### src/hw/timer_mode_pkg.sv
package timer_mode_pkg;

  localparam int unsigned CNT_W = 32;

  // Register byte offsets
  localparam logic [7:0] CTRL_OFS        = 8'h00;
  localparam logic [7:0] CMD_OFS         = 8'h04;
  localparam logic [7:0] STATUS_OFS      = 8'h08;
  localparam logic [7:0] COUNT_OFS       = 8'h0C;
  localparam logic [7:0] COMPARE_OFS     = 8'h10;
  localparam logic [7:0] COMPARE_SH_OFS  = 8'h14;
  localparam logic [7:0] PERIOD_OFS      = 8'h18;
  localparam logic [7:0] PERIOD_SH_OFS   = 8'h1C;

  // Control register fields
  localparam int unsigned PRESC_LSB      = 8;
  localparam int unsigned PRESC_MSB      = 10;
  localparam int unsigned STYLE_LSB      = 16;
  localparam int unsigned STYLE_MSB      = 17;
  localparam int unsigned ONE_SHOT_BIT   = 18;
  localparam int unsigned SWAP_BIT       = 19;
  localparam int unsigned MODE_LSB       = 24;
  localparam int unsigned MODE_MSB       = 26;
  localparam int unsigned ENABLE_BIT     = 31;

  // Command register bits
  localparam int unsigned CMD_RELOAD_BIT = 0;
  localparam int unsigned CMD_START_BIT  = 1;
  localparam int unsigned CMD_STOP_BIT   = 2;

  // Status register bits
  localparam int unsigned STAT_RUN_BIT   = 0;
  localparam int unsigned STAT_DOWN_BIT  = 1;

  // Reset values
  localparam logic [31:0] CTRL_RST       = 32'h0000_0000;
  localparam logic [31:0] COMPARE_RST    = 32'h0000_0000;
  localparam logic [31:0] PERIOD_RST     = 32'hFFFF_FFFF;

  localparam logic [2:0] MODE_TIMER      = 3'b000;

  typedef enum logic [1:0] {
    STYLE_UP          = 2'b00,
    STYLE_DOWN        = 2'b01,
    style_updown_one  = 2'b10,
    style_updown_two  = 2'b11
  } style_t;

endpackage

### src/hw/timer_mode_counter.sv
`timescale 1ns/1ps
`default_nettype none

module timer_mode_counter
  import timer_mode_pkg::*;
(
  input  wire logic        ref_clk,
  input  wire logic        rstn,
  input  wire logic        psel,
  input  wire logic        penable,
  input  wire logic        pwrite,
  input  wire logic [7:0]  paddr,
  input  wire logic [31:0] pwdata,
  output logic      [31:0] prdata,
  output logic             pready,
  output logic             pslverr,
  input  wire logic        reload_in,
  input  wire logic        start_in,
  input  wire logic        stop_in,
  input  wire logic        count_in,
  output logic             compare_hit_event,
  output logic             overflow_event,
  output logic             underflow_event,
  output logic             terminal_count_event,
  output logic             running
);

  logic [31:0]      ctrl_reg;
  logic [CNT_W-1:0] count_reg;
  logic [CNT_W-1:0] compare_value;
  logic [CNT_W-1:0] compare_value_shadow;
  logic [CNT_W-1:0] period_reg;
  logic [CNT_W-1:0] period_limit_shadow;
  logic             running_reg;
  logic             down_reg;
  logic             reload_pend_reg;
  logic [7:0]       presc_reg;
  logic             hit_d_reg;
  logic             ovf_d_reg;
  logic             unf_d_reg;
  logic             tc_d_reg;

  logic             wr_en;
  logic             rd_setup;
  logic             cmd_wr;
  logic             count_wr;
  logic             reload_req;
  logic             start_req;
  logic             stop_req;
  logic [2:0]       presc_sel;
  logic [7:0]       presc_mask;
  logic             tick;
  logic             active;
  logic             timer_on;
  logic             fire_reload;
  logic             step;
  style_t           style;
  logic             one_shot;
  logic             hit_now;
  logic             ovf_now;
  logic             unf_now;
  logic             tc_now;
  logic             hw_stop;
  logic             mapped;

  assign style     = style_t'(ctrl_reg[STYLE_MSB:STYLE_LSB]);
  assign one_shot  = ctrl_reg[ONE_SHOT_BIT];
  assign presc_sel = ctrl_reg[PRESC_MSB:PRESC_LSB];
  assign timer_on  = ctrl_reg[ENABLE_BIT] &&
                     (ctrl_reg[MODE_MSB:MODE_LSB] == MODE_TIMER);

  // APB decode; one wait-free access phase
  assign wr_en    = psel && penable && pready && pwrite;
  assign rd_setup = psel && !penable;
  assign mapped   = (paddr[1:0] == 2'b00) && (paddr <= PERIOD_SH_OFS);
  assign cmd_wr   = wr_en && (paddr == CMD_OFS);
  assign count_wr = wr_en && (paddr == COUNT_OFS) && !running_reg;

  assign reload_req = reload_in || (cmd_wr && pwdata[CMD_RELOAD_BIT]);
  assign start_req  = start_in  || (cmd_wr && pwdata[CMD_START_BIT]);
  assign stop_req   = stop_in   || (cmd_wr && pwdata[CMD_STOP_BIT]);

  // Prescaler divides by 2^sel
  assign presc_mask = 8'((9'h001 << presc_sel) - 9'h001);
  assign tick       = (presc_reg & presc_mask) == presc_mask;
  assign active     = timer_on && tick && count_in;

  // Reload lands on the first active edge
  assign fire_reload = active && (reload_pend_reg || reload_req);
  assign step        = active && !fire_reload && running_reg;

  // Events from the value being left
  assign hit_now = step && (count_reg == compare_value);
  assign ovf_now = step && !down_reg && (count_reg == period_reg);
  assign unf_now = step && down_reg && (count_reg == '0);

  always_comb begin
    case (style)
      STYLE_UP:         tc_now = ovf_now;
      STYLE_DOWN:       tc_now = unf_now;
      style_updown_one: tc_now = unf_now;
      style_updown_two: tc_now = ovf_now || unf_now;
      default:          tc_now = 1'b0;
    endcase
  end

  assign hw_stop = one_shot &&
                   ((style == STYLE_UP) ? ovf_now : unf_now);

  always_ff @(posedge ref_clk) begin
    if (!rstn) begin
      presc_reg <= 8'h00;
    end else if (!timer_on || fire_reload) begin
      presc_reg <= 8'h00;
    end else begin
      presc_reg <= presc_reg + 8'h01;
    end
  end

  always_ff @(posedge ref_clk) begin
    if (!rstn) begin
      reload_pend_reg <= 1'b0;
    end else if (fire_reload) begin
      reload_pend_reg <= 1'b0;
    end else if (reload_req) begin
      reload_pend_reg <= 1'b1;
    end
  end

  // Count, direction and run state
  always_ff @(posedge ref_clk) begin
    if (!rstn) begin
      count_reg   <= '0;
      down_reg    <= 1'b0;
      running_reg <= 1'b0;
    end else begin
      if (count_wr) begin
        count_reg <= pwdata;
      end
      if (fire_reload) begin
        running_reg <= 1'b1;
        case (style)
          STYLE_UP: begin
            count_reg <= '0;
            down_reg  <= 1'b0;
          end
          STYLE_DOWN: begin
            count_reg <= period_reg;
            down_reg  <= 1'b1;
          end
          default: begin
            count_reg <= CNT_W'(1);
            down_reg  <= 1'b0;
          end
        endcase
      end else if (stop_req || hw_stop) begin
        running_reg <= 1'b0;
      end else if (start_req && !running_reg) begin
        running_reg <= 1'b1;
        if (style == STYLE_UP) begin
          down_reg <= 1'b0;
        end else if (style == STYLE_DOWN) begin
          down_reg <= 1'b1;
        end
      end
      if (step) begin
        case (style)
          STYLE_UP:
            count_reg <= ovf_now ? '0 : count_reg + 1'b1;
          STYLE_DOWN:
            count_reg <= unf_now ? period_reg : count_reg - 1'b1;
          default: begin
            if (ovf_now) begin
              down_reg  <= 1'b1;
              count_reg <= count_reg - 1'b1;
            end else if (unf_now) begin
              down_reg  <= 1'b0;
              count_reg <= count_reg + 1'b1;
            end else if (down_reg) begin
              count_reg <= count_reg - 1'b1;
            end else begin
              count_reg <= count_reg + 1'b1;
            end
          end
        endcase
      end
    end
  end

  always_ff @(posedge ref_clk) begin
    if (!rstn) begin
      compare_value        <= COMPARE_RST;
      compare_value_shadow <= COMPARE_RST;
    end else if (hit_now && ctrl_reg[SWAP_BIT]) begin
      compare_value        <= compare_value_shadow;
      compare_value_shadow <= compare_value;
    end else if (wr_en && paddr == COMPARE_OFS) begin
      compare_value <= pwdata;
    end else if (wr_en && paddr == COMPARE_SH_OFS) begin
      compare_value_shadow <= pwdata;
    end
  end

  always_ff @(posedge ref_clk) begin
    if (!rstn) begin
      ctrl_reg            <= CTRL_RST;
      period_reg          <= PERIOD_RST;
      period_limit_shadow <= PERIOD_RST;
    end else if (wr_en) begin
      if (paddr == CTRL_OFS) begin
        ctrl_reg <= pwdata;
      end
      if (paddr == PERIOD_OFS) begin
        period_reg <= pwdata;
      end
      if (paddr == PERIOD_SH_OFS) begin
        period_limit_shadow <= pwdata;
      end
    end
  end

  // Two-cycle output stretch
  always_ff @(posedge ref_clk) begin
    if (!rstn) begin
      hit_d_reg            <= 1'b0;
      ovf_d_reg            <= 1'b0;
      unf_d_reg            <= 1'b0;
      tc_d_reg             <= 1'b0;
      compare_hit_event    <= 1'b0;
      overflow_event       <= 1'b0;
      underflow_event      <= 1'b0;
      terminal_count_event <= 1'b0;
      running              <= 1'b0;
    end else begin
      hit_d_reg            <= hit_now;
      ovf_d_reg            <= ovf_now;
      unf_d_reg            <= unf_now;
      tc_d_reg             <= tc_now;
      compare_hit_event    <= hit_now || hit_d_reg;
      overflow_event       <= ovf_now || ovf_d_reg;
      underflow_event      <= unf_now || unf_d_reg;
      terminal_count_event <= tc_now || tc_d_reg;
      running              <= running_reg;
    end
  end

  always_ff @(posedge ref_clk) begin
    if (!rstn) begin
      prdata  <= 32'h0000_0000;
      pready  <= 1'b0;
      pslverr <= 1'b0;
    end else begin
      pready  <= rd_setup;
      pslverr <= rd_setup && !mapped;
      if (rd_setup) begin
        case (paddr)
          CTRL_OFS:       prdata <= ctrl_reg;
          STATUS_OFS:     prdata <= {30'h0, down_reg, running_reg};
          COUNT_OFS:      prdata <= count_reg;
          COMPARE_OFS:    prdata <= compare_value;
          COMPARE_SH_OFS: prdata <= compare_value_shadow;
          PERIOD_OFS:     prdata <= period_reg;
          PERIOD_SH_OFS:  prdata <= period_limit_shadow;
          default:        prdata <= 32'h0000_0000;
        endcase
      end
    end
  end

  stop_clears_a: assert property (@(posedge ref_clk) disable iff (!rstn)
    stop_req && !fire_reload |=> !running_reg)
    else $error("stop did not halt counter");

  idle_hold_a: assert property (@(posedge ref_clk) disable iff (!rstn)
    !running_reg && !fire_reload && !count_wr |=> $stable(count_reg))
    else $error("idle count changed");

  step_up_a: assert property (@(posedge ref_clk) disable iff (!rstn)
    step && !down_reg && !ovf_now && !count_wr
    |=> count_reg == $past(count_reg) + 1'b1)
    else $error("up step not by one");

  reload_up_a: assert property (@(posedge ref_clk) disable iff (!rstn)
    fire_reload && style == STYLE_UP
    |=> count_reg == '0 && !down_reg && running_reg)
    else $error("up reload wrong");

  reload_down_a: assert property (@(posedge ref_clk) disable iff (!rstn)
    fire_reload && style == STYLE_DOWN
    |=> count_reg == $past(period_reg) && down_reg && running_reg)
    else $error("down reload wrong");

  reload_updown_a: assert property (@(posedge ref_clk) disable iff (!rstn)
    fire_reload && style[1] |=> count_reg == CNT_W'(1) && !down_reg)
    else $error("updown reload wrong");

  start_ignored_a: assert property (@(posedge ref_clk) disable iff (!rstn)
    running_reg && start_req && !stop_req && !fire_reload && !step
    |=> $stable(down_reg) && $stable(count_reg))
    else $error("start acted while running");

  one_shot_a: assert property (@(posedge ref_clk) disable iff (!rstn)
    hw_stop && !fire_reload |=> !running_reg ##1 !running)
    else $error("one-shot did not stop");

  swap_a: assert property (@(posedge ref_clk) disable iff (!rstn)
    hit_now && ctrl_reg[SWAP_BIT]
    |=> compare_value == $past(compare_value_shadow))
    else $error("compare swap missing");

  pulse_two_a: assert property (@(posedge ref_clk) disable iff (!rstn)
    hit_now |=> compare_hit_event [*2])
    else $error("compare pulse not two cycles");

  pulse_end_a: assert property (@(posedge ref_clk) disable iff (!rstn)
    hit_now ##1 !hit_now [*2] |=> !compare_hit_event)
    else $error("compare pulse longer than two cycles");

  tc_map_a: assert property (@(posedge ref_clk) disable iff (!rstn)
    style == style_updown_one && ovf_now |-> !tc_now)
    else $error("terminal count mapping wrong");

  tc_two_a: assert property (@(posedge ref_clk) disable iff (!rstn)
    style == style_updown_two && ovf_now |=> terminal_count_event)
    else $error("style two overflow gave no terminal count");

endmodule

`default_nettype wire

### config.mk
export PLATFORM = sky130hd
export DESIGN_NAME = timer_mode_counter
export DESIGN_NICKNAME = d
export VERILOG_FILES = /design/src/hw/timer_mode_pkg.sv /design/src/hw/timer_mode_counter.sv
export SDC_FILE = /design/constraint.sdc
export NUM_CORES = 1
export LEC_CHECK = 0
export ABC_AREA = 1
export BUFFER_PORTS_ARGS = -buffer_cell sky130_fd_sc_hd__buf_4
export CORE_UTILIZATION = 38
export CTS_CLUSTER_DIAMETER = 100
export DETAILED_ROUTE_END_ITERATION = 8
export REMOVE_ABC_BUFFERS = 1
export SLEW_MARGIN = 20
export SYNTH_ARGS = -nofsm -noshare
export SYNTH_HDL_FRONTEND = slang
export SYNTH_SLANG_ARGS = --single-unit
### constraint.sdc
create_clock -name ref_clk -period 3.5 [get_ports ref_clk]
set_input_delay 0.525 -clock ref_clk [delete_from_list [all_inputs] [get_ports ref_clk]]
set_output_delay 0.525 -clock ref_clk [all_outputs]
set_load 0.02 [all_outputs]
* Word-level counts from Yosys, hierarchy flattened
Cells that the tools add are included.
** Storage, ports and cells
- Bits in registers :: 246
** Cells by class
- Magnitude comparators :: 1
- Bitwise logic cells :: 2
- Shift operators :: 1
- $add $sub $neg :: 4
- Eq/ne operators :: 14
- Muxes and demuxes :: 31
- Reduce and logical (&&, ||, !) cells :: 62
** Operators by type and width (number)
- 32-bit 2-to-1 mux :: 13
- 32-bit case mux with 7 select lines :: 1
- 32-bit case mux with 2 select lines :: 2
- 32-bit equality test :: 2
- 32-bit by 1-bit adder with 32-bit output, second input constant :: 1
- 8-bit by 5-bit equality test with 1-bit output, second input constant :: 4
- 32-bit zero test :: 1
- 32-bit by 1-bit subtractor with 32-bit output, second input constant :: 1
- 1-bit logical AND :: 28
- 8-bit by 4-bit equality test with 1-bit output, second input constant :: 2
- 1-bit 2-to-1 mux :: 14
- 1-bit logical OR :: 11
- 8-bit by 1-bit adder with 8-bit output, second input constant :: 1
- 8-bit AND :: 1
- 8-bit by 3-bit equality test with 1-bit output, second input constant :: 1
- 8-bit equality test :: 1
- 8-bit by 5-bit <= comparator with 1-bit output, second input constant :: 1
- 8-bit zero test :: 1
- 2-bit AND reduction :: 4
- 2-bit OR reduction :: 4
- 1-bit by 3-bit left shift with 8-bit output, first input constant :: 1
- 8-bit by 1-bit subtractor with 8-bit output, second input constant :: 1
- 1-bit zero test :: 6
- 3-bit nonzero test :: 2
- other kinds (8) :: 11

* Logic depth before layout (Yosys ltp)
- Depth in word-level cells :: 22
- Mapped depth :: 21
- Depth with buffers taken out :: 20

* Least setup slack after synthesis
No wires, ideal clock.
- Path type :: reg-to-reg
- From :: register ctrl_reg[9]
- To :: register count_reg[13]
- Arrival :: 2.272 ns
- Path slack :: 1.111 ns
- Required time :: 3.383 ns
- Path buffers :: 2
- Stages on the path, launching flop included :: 21
- Clock period less this slack :: 2.389 ns
- Setup time :: 0.117 ns
- Cell sequence :: dfxtp_1 > buf_6 > nor2_4 > nand2_2 > ha_1 > o21ai_0 > nor2_1 > inv_1 > nor2_4 > nand2_2 > nor2_4 > nand4_4 > nand2_4 > nand2_8 > inv_4 > nor2_4 > buf_6 > o21bai_1 > nand3_1 > a21oi_1 > nor2_1
** Between the ends
- Word-level cells in the longest chain between the ends :: 16
- Elaborated cells on any way between the ends :: 22
- Classes of those cells :: add/sub (1); eq/ne (1); shift (1); mux (7); bitwise (1); reduce/logical (11)
** Ends and longest elaborated chain
- start: declaration :: RTL line timer_mode_counter.sv:28 : logic [31:0] ctrl_reg;
- start signal: assignment :: RTL line timer_mode_counter.sv:211 : ctrl_reg <= pwdata;
- 1-bit by 3-bit left shift with 8-bit output (*) :: RTL line timer_mode_counter.sv:84 : assign presc_mask = 8'((9'h001 << presc_sel) - 9'h001);
- 8-bit by 1-bit subtractor with 8-bit output (*) :: RTL line timer_mode_counter.sv:84
- 8-bit AND :: RTL line timer_mode_counter.sv:85 : assign tick = (presc_reg & presc_mask) == presc_mask;
- 8-bit equality test (*) :: RTL line timer_mode_counter.sv:85
- 1-bit logical AND (*) (2 in a row) :: RTL line timer_mode_counter.sv:86 : assign active = timer_on && tick && count_in;
- 1-bit logical AND :: RTL line timer_mode_counter.sv:89 : assign fire_reload = active && (reload_pend_reg || reload_req);
- 1-bit zero test :: RTL line timer_mode_counter.sv:90 : assign step = active && !fire_reload && running_reg;
- 1-bit logical AND (2 in a row) :: RTL line timer_mode_counter.sv:90
- 1-bit logical AND (2 in a row) :: RTL line timer_mode_counter.sv:95 : assign unf_now = step && down_reg && (count_reg == '0);
- 32-bit 2-to-1 mux :: RTL line timer_mode_counter.sv:176 : end else if (unf_now) begin
- 32-bit 2-to-1 mux :: RTL line timer_mode_counter.sv:173 : if (ovf_now) begin
- 32-bit case mux with 2 select lines :: RTL line timer_mode_counter.sv:167 : case (style)
- 32-bit 2-to-1 mux :: RTL line timer_mode_counter.sv:166 : if (step) begin
- end signal: assignment :: RTL line timer_mode_counter.sv:169 : count_reg <= ovf_now ? '0 : count_reg + 1'b1;
- end signal: assignment :: RTL line timer_mode_counter.sv:175 : count_reg <= count_reg - 1'b1;
- end signal: assignment :: RTL line timer_mode_counter.sv:178 : count_reg <= count_reg + 1'b1;
- end: declaration :: RTL line timer_mode_counter.sv:29 : logic [CNT_W-1:0] count_reg;
Mark *: on every way between the ends. The rest lies on a longest branch, timed or not.
A chain may end at the register's enable or synchronous reset.

* Worst setup path after layout
- From :: register ctrl_reg[10]
- To :: register compare_value[8]
** Between the ends
- Word-level cells in the longest chain between the ends :: 13
- Elaborated cells on any way between the ends :: 14
- Classes of those cells :: add/sub (1); eq/ne (1); shift (1); mux (1); bitwise (1); reduce/logical (9)
** Ends and longest elaborated chain
- 1-bit by 3-bit left shift with 8-bit output (*) :: RTL line timer_mode_counter.sv:84
- 8-bit by 1-bit subtractor with 8-bit output (*) :: RTL line timer_mode_counter.sv:84
- 8-bit AND :: RTL line timer_mode_counter.sv:85
- 8-bit equality test (*) :: RTL line timer_mode_counter.sv:85
- 1-bit logical AND (*) (2 in a row) :: RTL line timer_mode_counter.sv:86
- 1-bit logical AND :: RTL line timer_mode_counter.sv:89
- 1-bit zero test :: RTL line timer_mode_counter.sv:90
- 1-bit logical AND (*) (2 in a row) :: RTL line timer_mode_counter.sv:90
- 1-bit logical AND (*) :: RTL line timer_mode_counter.sv:93 : assign hit_now = step && (count_reg == compare_value);
- 1-bit logical AND (*) :: RTL line timer_mode_counter.sv:194 : end else if (hit_now && ctrl_reg[SWAP_BIT]) begin
- 32-bit 2-to-1 mux or 2-bit nonzero test (tied branches)
- end signal: assignment :: RTL line timer_mode_counter.sv:195 : compare_value <= compare_value_shadow;
- end signal: assignment :: RTL line timer_mode_counter.sv:198 : compare_value <= pwdata;
- end: declaration :: RTL line timer_mode_counter.sv:30 : logic [CNT_W-1:0] compare_value;
Marked as above.

==> results by group <==
Status
  • Status: finished, final reports clean

Placed design
  • Detailed placement HPWL: approximately 46000 um
  • GP Congestion: 1.037
  • # placed instances: between 2000 and 3000
  • Worst slack, placed: around 0.24 ns
  • # port buffers: 87
  • Placed cell area: 16360 um2

Synthesis
  • Synthesized area: ~15000 um2
  • Async SR Flop Fraction: 0%
  • Post-synth EDFFs: 0
  • Synth top area share: around 33%
  • Cells after Synth: 2260
  • Yosys warning total: 0
  • Top cell type by total area after synthesis: dfxtp_1
  • Mapped Avg Cell Area: 6.607 um2
  • Register area share after synthesis: 32.85%
  • Prevailing post-synth register cell: dfxtp_1
  • Synth Register Bits: 245
  • Synth cell types: 53
  • Dominant cells by area after synthesis: dfxtp_1 (33%), nand2_1 (9.8%), inv_1 (7.9%)

Finish
  • Final Util: 44.66%
  • N_diodes: 0
  • Leading cell type in the layout, fill and taps excluded: nand2_1
  • Area Growth Syn to Fin: 15.86%
  • Layout Nets: 2381
  • Fraction of layout cells with a size suffix above 1: 13.34%
  • Most frequent cells in the layout: nand2_1 (390), inv_1 (315), dfxtp_1 (245), o21ai_0 (212), a21oi_1 (197)
  • Final cell count without fillers: 2864
  • Final Cell Area: approximately 17000 um2

Clock network
  • CTS sink count: between 200 and 250
  • Post-CTS setup buffers: 0
  • CTS Hold Buffers Added: 0
  • Clk_lat worst skew: 0.59 ns
  • H-Tree Level Count: 1
  • Num CTS Buffers: 28
  • Clk root buf: clkbuf_16
  • Clk buf depth: 3
  • CTS tree: yes
  • Clock transition at path regs: 0.06 ns

STA
  • Final Cycle Share: 92.62%
  • Final Hold Fails: 0
  • Final Max Slew Viols: 0
  • Hold_ws: approximately 0.17 ns
  • Fin Setup TNS: 0 ns
  • Clock Skews: about 0.033 ns
  • Final setup viols: 0
  • Max Fclk: 308.5 MHz
  • Final min period: 3.242 ns
  • RSZ-0062 raised after global routing: false
  • Final WS setup: 0.2584 ns
  • Tightest Pin Transition: 0.9381 ns
  • Worst rel slew slack: 37.46%

Power
  • NetSw: 1.428 mW
  • Gate power share: slightly below 4%
  • Flop pwr share: a little under half
  • Sw Ratio: 23.70%
  • Pwr per Cell Area: 348.3 nW/um2
  • Internal: 4.598 mW
  • Power Total: 6.026 mW
  • Max IR drop VDD: 0.0003321 V
  • Lkg Pwr: roughly 8.3 nW
  • Part of the power in the clock network: approximately half

Run
  • # Max-Cap Violations: 0

Worst setup path
  • CP startpoint kind: register
  • CP required: 3.98 ns
  • R2R depth: 19
  • Worst Path Arrival: 3.72 ns
  • Critical Path Source: ctrl_reg[10]
  • Reg2reg end: compare_value[8]
  • Worst-path fanout max: 29
  • Reg-to-Reg Start: ctrl_reg[10]
  • Crit path kind: reg2reg
  • CP Capture Point: compare_value[8]
  • Reg2Reg Setup Slack: 0.26 ns
  • Nature of the critical path endpoint: register

Routing
  • Antenna viol nets, final: 0
  • Final WL: 64200 um
  • DR vias/cell: 5.669
  • Initial DRC Count: 1629
  • Via count: 16240
  • Routed wire per std cell: 22.42 um
  • DR pass1 iterations: 6
  • DRC: 0

Floorplanning
  • Die area: 40090 um2
  • Row count: 72
  • Die Wd: 200.2 um
  • DIE HEIGHT: 200.2 um
  • Initial Utilization: 38.55%
  • I/O pin total: between 80 and 90
  • Core Region: 38740 um2

Global route
  • Pin count of the biggest net entering global routing: 63
  • Vias in the first global route: approximately 15000
  • Gr usage total: 31.56%
  • First-pass GRT wire length: 96770 um
  • Grt ovf: 0
  • Antenna violations before repair: 0

Hold path
  • Hold/Removal Path Class: in2reg
-- repair_timing --
item	CTS	global route
setup endpoints to repair	0	5
gates resized for setup	0	1
endpoints found under the hold margin	0	0
-- synthesized netlist by cell type, types with 3 or more instances --
library cell / count
a21oi_1: 197
o211ai_1: 25
o21ai_1: 60
nand3_1: 84
nand4_1: 25
o221ai_1: 37
ha_1: 7
clkinv_1: 6
nor2_1: 156
o21bai_1: 9
o21ai_0: 212
nor2_4: 10
o22ai_1: 100
or2_2: 4
nor3_1: 49
buf_6: 12
inv_2: 25
nor4_1: 5
buf_1: 7
clkbuf_1: 78
o31ai_1: 24
buf_4: 7
dfxtp_1: 245
nand2_4: 3
buf_2: 38
nand2_1: 390
xor2_1: 64
nor2_2: 11
inv_1: 315
xnor2_1: 9
nand3_2: 8
nand2_2: 9
-- power groups by stage --
stage          clock network, mW  logic (mW)  registers [mW]
2_1_floorplan                  0      0.0857            2.86
3_3_place_gp                   0       0.228            2.86
3_5_place_dp                   0       0.229            2.86
4_1_cts                     3.04       0.230            2.79
5_1_grt                     3.15       0.250            2.79
6_report                    3.00       0.234            2.80
-- layer usage --
metal	global-route usage (%)	up-vias	share of wire (%)	wire length [um]
li1	-	7647	-	-
met1	43.72	7669	44	28420
met2	50.15	796	44	28500
met3	4.263	124	8.0	5110
met4	10.69	0	3.4	2168
met5	0	-	0	0
-- how the worst min path moves through the flow --
| stage | slack (ns) | end | cells after the start | startpoint |
|---|---|---|---|---|
| 3_3_place_gp | 0.41 | compare_hit_event | 2 | hit_d_reg |
| 3_5_place_dp | 0.43 | terminal_count_event | 2 | tc_d_reg |
| 2_1_floorplan | 0.40 | compare_hit_event | 2 | hit_d_reg |
| 6_report | 0.17 | pslverr | 3 | paddr[5] |
| 5_1_grt | 0.17 | period_reg[28] | 3 | pwdata[28] |
| 4_1_cts | 0.15 | period_reg[28] | 3 | pwdata[28] |
-- kinds of logic after synthesis --
logic type      after synthesis  share of synthesized area, %
xor+xnor                     73                         4.282
fa+ha+maj                     7                        0.5865
compound gates              674                         25.65
flops                       245                         32.85
simple gates                768                         23.09
buf+inv                     493                         13.55
-- layout make-up --
class | instances | area (um2)
Fill cell | 4129 | 21440
Inverter | 350 | 1323
Timing Repair Buffer | 178 | 1449
Clock buffer | 41 | 839.6
Sequential cell | 245 | 4905
Clock inverter | 10 | 92.59
Tap cell | 518 | 648.1
Multi-Input combinational cell | 1522 | 8044
-- worst max-delay path, stage by stage (launching register included) --
cell,delay [ns]
dfxtp_1,0.57
inv_2,0.12
nand2_2,0.11
ha_1,0.24
nand3_1,0.10
nand3_1,0.09
nor2_1,0.07
inv_2,0.08
nand3_1,0.07
nor2_1,0.12
nand3_1,0.15
nor3_4,0.32
nand3_2,0.27
nand2_1,0.19
buf_12,0.23
inv_1,0.12
nand2_1,0.07
o211ai_1,0.08
nand2_1,0.08
inv_1,0.04
Note: power is estimated with default switching activity, not from simulation.
